## src/bbs_pkg.sv

```systemverilog
// constants and types shared by the switch protection controller
package bbs_pkg;
	localparam int CLK_HZ = 10_000_000;
	localparam int CLK_NS = 1_000_000_000 / CLK_HZ;

	// leading-edge blanking length; plain default, trim per process
	localparam int LEB_NS = 300;
	localparam int LEB_CYC = (LEB_NS + CLK_NS - 1) / CLK_NS;
	// maximum on-time, a longest time: rounds down
	localparam int TON_MAX_NS = 14_500;
	localparam int TON_MAX_CYC = TON_MAX_NS / CLK_NS;
	// maximum off-time, keeps the switching rate from falling below about 18 kHz
	localparam int TOFF_MAX_NS = 40_000;
	localparam int TOFF_MAX_CYC = TOFF_MAX_NS / CLK_NS;
	// ringing suppression at the start of the freewheel stroke, a least time: rounds up
	localparam int RING_NS = 1_450;
	localparam int RING_CYC = (RING_NS + RING_NS * 0 + CLK_NS - 1) / CLK_NS;
	localparam int OVP_CYCLES = 3;
	localparam int CNT_W = 16;

	// comparator bit positions on the synchronised bus
	localparam int CMP_TRIP = 0;
	localparam int CMP_MIN = 1;
	localparam int CMP_TEND = 2;
	localparam int CMP_DEMAG = 3;
	localparam int CMP_VALLEY = 4;
	localparam int CMP_OVP = 5;
	localparam int CMP_START = 6;
	localparam int CMP_STOP = 7;
	localparam int CMP_RST = 8;
	localparam int CMP_OT = 9;
	localparam int CMP_N = 10;

	// values after reset
	localparam logic RST_ENABLED = 1'b0;
	localparam logic RST_GATE = 1'b0;
	localparam logic RST_DCH = 1'b0;
	localparam logic RST_LOW_MAINS = 1'b0;

	typedef enum logic [2:0] {
		BBS_IDLE = 3'h0,
		BBS_ON = 3'h1,
		BBS_FREE = 3'h3,
		BBS_WAIT = 3'h2,
		BBS_DISCH = 3'h6
	} bbs_state_t;
endpackage

```

## src/bbs_cmp_if.sv

```systemverilog
// raw and filtered comparator levels between the core and its input filter
`timescale 1ns/1ps
interface bbs_cmp_if #(
	parameter int W = 10
);
	logic [W-1:0] raw;
	logic [W-1:0] clean;
	modport filt (input raw, output clean);
	modport core (output raw, input clean);
endinterface

```

## src/bbs_sync.sv

```systemverilog
// three-stage input synchroniser with agreement filter
`timescale 1ns/1ps
module bbs_sync
	import bbs_pkg::*;
#(
	parameter int W = 10
) (
	input wire logic clock,
	input wire logic reset,
	bbs_cmp_if.filt cmp
);
	typedef struct packed {
		logic [W-1:0] s1;
		logic [W-1:0] s2;
		logic [W-1:0] s3;
		logic [W-1:0] out;
	} bbs_sync_t;

	bbs_sync_t s;
	bbs_sync_t next_s;

	// s1 feeds only s2; the agreement check looks at s2 and s3
	always_comb begin
		next_s = s;
		next_s.s1 = cmp.raw;
		next_s.s2 = s.s1;
		next_s.s3 = s.s2;
		for (int i = 0; i < W; i++) begin
			if (s.s2[i] == s.s3[i]) begin
				next_s.out[i] = s.s3[i];
			end
		end
	end

	always_ff @(posedge clock) begin
		if (reset) begin
			s <= '0;
		end else begin
			s <= next_s;
		end
	end

	assign cmp.clean = s.out;
endmodule // bbs_sync

```

## src/bbs_ctrl.sv

```systemverilog
// switching-cycle sequencer and protection core of the buck-boost LED converter
// Notes on behaviour
// - after each turn-on ignore the peak comparator until blanking ends
// - after blanking, a peak trip turns the switch off this cycle
// - on-phase never lasts beyond the fixed maximum on-time
// - at low mains stretch the off-phase to the maximum off-time
// - a cycle whose peak stays under the minimum level marks low mains
// - supply below stop level stops switching at once
// - after a supply stop, switching resumes only after supply passes the start-up level
// - over-temperature stops switching; resumes when the flag clears
// - overvoltage comparator sampled only during the freewheel stroke
// - count consecutive overvoltage cycles, clear on a clean one, trip at three
// - on trip stop, discharge supply to reset level, then fresh start-up
// - no turn-on until the previous freewheel stroke has ended
// - turn on after demagnetization is seen low and a valley follows
// - ignore demagnetization comparator during ringing blanking at freewheel start
// - the ringing blanking lasts nominally 1.45 microseconds
// - the overvoltage filter needs 3 consecutive cycles by default
`timescale 1ns/1ps
module bbs_ctrl
	import bbs_pkg::*;
#(
	parameter int OVP_N = OVP_CYCLES,
	parameter int OVP_W = $clog2(OVP_N + 1)
) (
	input wire logic clock,
	input wire logic reset,
	input wire logic peak_trip_level_cmp,
	input wire logic min_sense_peak_cmp,
	input wire logic on_time_end,
	input wire logic demag_low_cmp,
	input wire logic valley_detect,
	input wire logic overvolt_cmp,
	input wire logic supply_start_cmp,
	input wire logic supply_stop_level_cmp,
	input wire logic supply_reset_cmp,
	input wire logic overtemp_flag,
	output logic power_switch_gate,
	output logic supply_discharge_current,
	output logic low_mains_mode,
	output logic peak_current_trip,
	output logic switching_active
);
	typedef struct packed {
		bbs_state_t st;
		logic [CNT_W-1:0] cnt;
		logic [OVP_W-1:0] ovp_cnt;
		logic enabled;
		logic peak_seen;
		logic low_mains;
		logic ovp_seen;
		logic gate;
		logic dch;
		logic trip;
	} bbs_ctrl_t;

	localparam logic [CNT_W-1:0] LEB_C = CNT_W'(LEB_CYC);
	localparam logic [CNT_W-1:0] TON_C = CNT_W'(TON_MAX_CYC);
	localparam logic [CNT_W-1:0] TOFF_C = CNT_W'(TOFF_MAX_CYC);
	localparam logic [CNT_W-1:0] RING_C = CNT_W'(RING_CYC);
	localparam logic [CNT_W-1:0] CNT_MAX = '1;
	localparam logic [OVP_W-1:0] OVP_LAST = OVP_W'(OVP_N - 1);

	bbs_cmp_if #(.W(CMP_N)) cmp ();

	assign cmp.raw[CMP_TRIP] = peak_trip_level_cmp;
	assign cmp.raw[CMP_MIN] = min_sense_peak_cmp;
	assign cmp.raw[CMP_TEND] = on_time_end;
	assign cmp.raw[CMP_DEMAG] = demag_low_cmp;
	assign cmp.raw[CMP_VALLEY] = valley_detect;
	assign cmp.raw[CMP_OVP] = overvolt_cmp;
	assign cmp.raw[CMP_START] = supply_start_cmp;
	assign cmp.raw[CMP_STOP] = supply_stop_level_cmp;
	assign cmp.raw[CMP_RST] = supply_reset_cmp;
	assign cmp.raw[CMP_OT] = overtemp_flag;

	// all comparators are asynchronous to the timing clock
	bbs_sync #(.W(CMP_N)) u_sync (
		.clock(clock),
		.reset(reset),
		.cmp(cmp.filt)
	);

	logic [CMP_N-1:0] c;
	assign c = cmp.clean;

	bbs_ctrl_t s;
	bbs_ctrl_t next_s;
	logic leb_done;
	logic ring_done;
	logic ton_last;
	logic toff_last;
	logic [CNT_W-1:0] cnt_inc;

	assign leb_done = s.cnt >= LEB_C;
	assign ring_done = s.cnt >= RING_C;
	assign ton_last = s.cnt >= TON_C - 1'b1;
	assign toff_last = s.cnt >= TOFF_C - 1'b1;
	// saturating, so a very long demagnetization never wraps the off timer
	assign cnt_inc = (s.cnt == CNT_MAX) ? s.cnt : s.cnt + 1'b1;

	always_comb begin
		next_s = s;
		next_s.trip = 1'b0;
		case (s.st)
			BBS_IDLE: begin
				next_s.gate = 1'b0;
				next_s.dch = 1'b0;
				if (!s.enabled) begin
					if (c[CMP_START] && !c[CMP_STOP]) begin
						next_s.enabled = 1'b1;
					end
				end else if (!c[CMP_OT]) begin
					next_s.st = BBS_ON;
					next_s.gate = 1'b1;
					next_s.cnt = '0;
					next_s.peak_seen = 1'b0;
				end
			end
			BBS_ON: begin
				next_s.cnt = cnt_inc;
				next_s.peak_seen = s.peak_seen | c[CMP_MIN];
				// trip ignored inside the blanking window
				if ((leb_done && c[CMP_TRIP]) || c[CMP_TEND] || ton_last) begin
					next_s.st = BBS_FREE;
					next_s.gate = 1'b0;
					next_s.cnt = '0;
					next_s.trip = leb_done && c[CMP_TRIP];
					next_s.low_mains = !(s.peak_seen | c[CMP_MIN]);
					next_s.ovp_seen = 1'b0;
				end
			end
			BBS_FREE: begin
				next_s.cnt = cnt_inc;
				if (c[CMP_OVP]) begin
					next_s.ovp_seen = 1'b1;
				end
				// ringing right after turn-off would fake the end of the stroke
				if (ring_done && c[CMP_DEMAG]) begin
					next_s.st = BBS_WAIT;
					if (s.ovp_seen || c[CMP_OVP]) begin
						if (s.ovp_cnt >= OVP_LAST) begin
							next_s.st = BBS_DISCH;
							next_s.dch = 1'b1;
							next_s.enabled = 1'b0;
							next_s.ovp_cnt = '0;
						end else begin
							next_s.ovp_cnt = s.ovp_cnt + 1'b1;
						end
					end else begin
						next_s.ovp_cnt = '0;
					end
				end
			end
			BBS_WAIT: begin
				next_s.cnt = cnt_inc;
				// low mains skips the valley and waits out the whole off-time
				if ((c[CMP_VALLEY] && !s.low_mains) || toff_last) begin
					next_s.st = BBS_ON;
					next_s.gate = 1'b1;
					next_s.cnt = '0;
					next_s.peak_seen = 1'b0;
				end
			end
			BBS_DISCH: begin
				next_s.gate = 1'b0;
				next_s.dch = 1'b1;
				if (c[CMP_RST]) begin
					next_s.st = BBS_IDLE;
					next_s.dch = 1'b0;
				end
			end
			default: begin
				next_s.st = BBS_IDLE;
				next_s.gate = 1'b0;
				next_s.dch = 1'b0;
			end
		endcase
		// an overvoltage trip taken this cycle keeps its discharge, stop or not
		if (s.st != BBS_DISCH && next_s.st != BBS_DISCH) begin
			if (c[CMP_STOP]) begin
				next_s.st = BBS_IDLE;
				next_s.enabled = 1'b0;
				next_s.gate = 1'b0;
			end else if (c[CMP_OT] && s.st != BBS_IDLE) begin
				next_s.st = BBS_IDLE;
				next_s.gate = 1'b0;
			end
		end
	end

	always_ff @(posedge clock) begin
		if (reset) begin
			s <= '0;
			s.st <= BBS_IDLE;
			s.enabled <= RST_ENABLED;
			s.gate <= RST_GATE;
			s.dch <= RST_DCH;
			s.low_mains <= RST_LOW_MAINS;
		end else begin
			s <= next_s;
		end
	end

	assign power_switch_gate = s.gate;
	assign supply_discharge_current = s.dch;
	assign low_mains_mode = s.low_mains;
	assign peak_current_trip = s.trip;
	assign switching_active = s.enabled;
endmodule // bbs_ctrl

```

## config.mk

```make
export PLATFORM = sky130hd
export DESIGN_NAME = bbs_ctrl
export DESIGN_NICKNAME = d
export VERILOG_FILES = /design/src/bbs_pkg.sv /design/src/bbs_cmp_if.sv /design/src/bbs_sync.sv /design/src/bbs_ctrl.sv
export SDC_FILE = /design/constraint.sdc
export NUM_CORES = 1
export LEC_CHECK = 0
export BUFFER_PORTS_ARGS = -buffer_cell sky130_fd_sc_hd__buf_2
export CAP_MARGIN = 40
export CORE_MARGIN = 2
export CORE_UTILIZATION = 55
export CTS_CLUSTER_SIZE = 12
export DETAILED_ROUTE_END_ITERATION = 8
export PLACE_DENSITY = 0.7
export REMOVE_ABC_BUFFERS = 1
export SLEW_MARGIN = 20
export SYNTH_ARGS = -nofsm -noshare
export SYNTH_HDL_FRONTEND = slang
export SYNTH_SLANG_ARGS = --single-unit
export TNS_END_PERCENT = 10
```

## constraint.sdc

```tcl
create_clock -name clock -period 2.5 [get_ports clock]
set_clock_uncertainty 0.05 [all_clocks]
set_input_delay 0.25 -clock clock [delete_from_list [all_inputs] [get_ports clock]]
set_output_delay 0.25 -clock clock [all_outputs]
set_load 0.02 [all_outputs]
```

==> metrics.csv <==
stage;metric;value;unit
run_status;outcome;complete, no violations;
synth;post_synthesis_compound_gate_area_fraction;0.1906;
sta;rsz_0062_raised_after_global_routing;no;
synth;synth.cell_area;2809;um^2
setup_path;critical_path.most_common_cell;or4_4;
cts;clock_edge_transition_at_the_registers_on_the_reported_setup_and_hold_paths;0.07;ns
final_layout;antenna_cells_inserted;0;
floorplan;initial_core_utilization;0.5607;
global_route;via_count_of_the_first_global_routing_pass;2113;
placed_design;port-buffer-count;16;
synth;synth_fa_ha_area_frac;0.008909;
placed_design;post_dp_cell_area;2973;um^2
detailed_routing;drt-vias-per-instance;5.828;
sta;tightestPinTransition;0.5033;ns
synth;synth_xor_area_frac;0;
final_layout;design_area;3248;um^2
power_and_ir_drop;power_per_cell_area;720.1;nW/um^2
global_route;groute.usage.overall;0.2289;
power_and_ir_drop;irDropWorstVdd;621.6;uV
placed_design;gp_routability_congestion;0.9703;
synth;yosys_most_used_dff;dfxtp_1;
setup_path;worst_setup_ep_type;flip-flop;
setup_path;critPathArrivalTime;2.64;ns
detailed_routing;drt_pass1_iterations;4;
synth;synth-simple-area-share;0.2637;
run;maxCapViolations;0;
detailed_routing;routedWlPerCell;14.47;um
sta;timing.fmax;409.1;MHz
detailed_routing;drt_iter0_drc;204;
floorplan;design.die.area;5695;um^2
cts;clock_tree.root_cell;clkbuf_8;
setup_path;crit_chain;or4_4, or4_4, nor4_1, a211o_2, nand2_2, o41ai_1;
synth;synth_cell_types;55;
synth;combinational_family_with_the_most_area_after_synthesis;simple AND/OR/NAND/NOR gates;
floorplan;dieHeight;75.47;um
synth;number_of_flops_mapped_to_enable_cells_by_yosys;0;
floorplan;core_region_area;5010;um^2
synth;synthTopCellsByArea;dfxtp_1, nor2b_1, a21oi_1;
detailed_routing;routed-via-count;2378;
global_route;grt_max_degree;38;
cts;post-cts-setup-buffer-count;0;
cts;tritoncts_clock_tree;done;
cts;cts.path.max_buffers;2;
final_layout;final_nets;347;
setup_path;timing.critical_path.required;2.69;ns
synth;synth_warnings;0;
power_and_ir_drop;total_leakage_power;0.001198;uW
sta;period_share;0.9778;
hold_path;hold_class;primary input to flip-flop;
sta;hold_viol_final;0;
synth;cell_type_contributing_the_most_total_cell_area_after_synthesis;dfxtp_1;
synth;synth.most_common_cell;dfxtp_1;
detailed_routing;post-route-drc-count;0;
synth;post_synth_mux_area_share;0.01470;
synth;post_synth_most_frequent_cells;dfxtp_1, nor2b_1, nand2_1;
cts;clock_sink_count;68;
setup_path;slowest_delay;0.54;ns
synth;synth_sequential_area_ratio;0.4846;
cts;ctsHtreeMaxLevel;3;
synth;synth.top_cell.area_share;0.4846;
final_layout;multi_input_logic_area;1355;um^2
global_route;grt_pass1_wl;9.708;mm
sta;period_minus_slack;2.445;ns
setup_path;worst-setup-path-type;flip-flop to flip-flop;
global_route;gr-total-overflow;0;
global_route;grt_antenna_before_repair;0;
sta;setup_total_negative_slack;0;ns
synth;ys_ff_latch;68;
floorplan;ios;17;
detailed_routing;detail_route.wirelength;5.905;mm
synth;post_synth.cell_area_avg;9.061;um^2
final_layout;area_growth;15.63;%
final_layout;num-fill-cells;442;
sta;slew_violations;0;
placed_design;dp.final_hpwl;4.033;mm
floorplan;die_w;75.47;um
setup_path;worst_path_max_delay_cell;or4_4;
final_layout;layout-drive-gt1-share;0.1657;
setup_path;critPathLaunchType;flip-flop;
synth;proportion_of_register_bits_with_asynchronous_set_or_reset_after_synthesis;0;
sta;slew-limit-headroom;0.6632;
synth;syn_inst;310;
setup_path;crit_fanout;11;
sta;setup_viol_count_final;0;
detailed_routing;drt.antenna.violating_nets;0;
cts;worst_skew_pair.late_latency;0.35;ns
cts;cts-buffers-inserted;9;
cts;cts.hold.buffers_added;0;
floorplan;num_rows;26;
final_layout;layout.area.seq;1361;um^2
sta;finalHoldWorstSlack;0.05728;ns
state kept, by name, indices dropped and copies added, names as in the netlist, 10 cells and up:
register	count
s	23
u_sync.cmp.clean	10
u_sync.next_s	20
u_sync.s	10
report_power, final:
part           switching [uW]  total [uW]  leakage [uW]  internal [uW]
Combinational            31.1        53.6      0.000512           22.5
Sequential               7.41        1110      0.000553           1100
Clock                     414        1180      0.000133            761
Total                     453        2340       0.00120           1890
final cells by class:
class | instances | share of cell area
sequential | 68 | 0.4191
tap | 70 | 0.02696
timing repair buffer | 26 | 0.04777
clock inverter | 7 | 0.04276
clock buffer | 9 | 0.03814
multi-input combinational | 221 | 0.4172
inverter | 7 | 0.008089
through the flow:
| step | cells | utilization | power (uW) | worst slack (ns) |
|---|---|---|---|---|
| 5_1_grt | 408 | 0.6484 | 2409 | 0.001849 |
| 6_report | 408 | 0.6484 | 2339 | 0.05546 |
| 4_1_cts | 408 | 0.6459 | 2362 | 0.06052 |
| 3_3_place_gp | 392 | 0.5934 | 1187 | 0.1132 |
| 2_1_floorplan | 296 | - | 1159 | 0.2112 |
| 3_5_place_dp | 392 | 0.5934 | 1189 | 0.1372 |
metal layers:
metal  up-vias  track usage  share of wire  wire (um)
met5         -            0              0          0
met4         0       0.1345          0.027        158
met3        15      0.06217          0.065        384
met2        91       0.3556           0.46       2691
met1      1104       0.2851           0.45       2671
li1       1168            -              -          -
worst paths after layout:
path | from | end | slack, ns | depth (start not counted)
setup / recovery | s[18] | s[19] | 0.06 | 6
hold reg to reg | u_sync.next_s[20] | u_sync.next_s[10] | 0.39 | 1
hold / removal | peak_trip_level_cmp | u_sync.next_s[20] | 0.06 | 2
setup reg to reg | s[18] | s[19] | 0.06 | 6
worst max-delay path, delay by kind of cell (launching register included):
family,cells,cell delay [ns]
AO/OA/AOI/OAI,2,0.62
AND/OR/NAND/NOR,4,1.35
flip-flops,1,0.32
logic make-up after synthesis:
logic type	after synthesis
compound gates	80
fa+ha+maj	2
buf+inv	21
flops	68
mux	4
simple gates	135
placed cells by master, fill, tap and decap left out, drive strengths merged, types with 4 or more instances in the layout:
cell,netlist,layout
a21oi,21,21
a31oi,9,9
and2,4,4
buf,4,26
bufinv,0,4
clkbuf,10,9
dfxtp,68,68
inv,7,7
nand2,28,28
nand3,12,12
nand4,5,5
nor2,19,19
nor2b,33,33
nor3,9,9
nor4,5,5
o21ai,20,20
or4,6,6
repair_timing:
item                                    4_1_cts  5_1_grt
endpoints found under the setup margin        0        3
resized for setup                             0        1
hold endpoints to repair                      0        0
(Power assumes the default switching activity.)
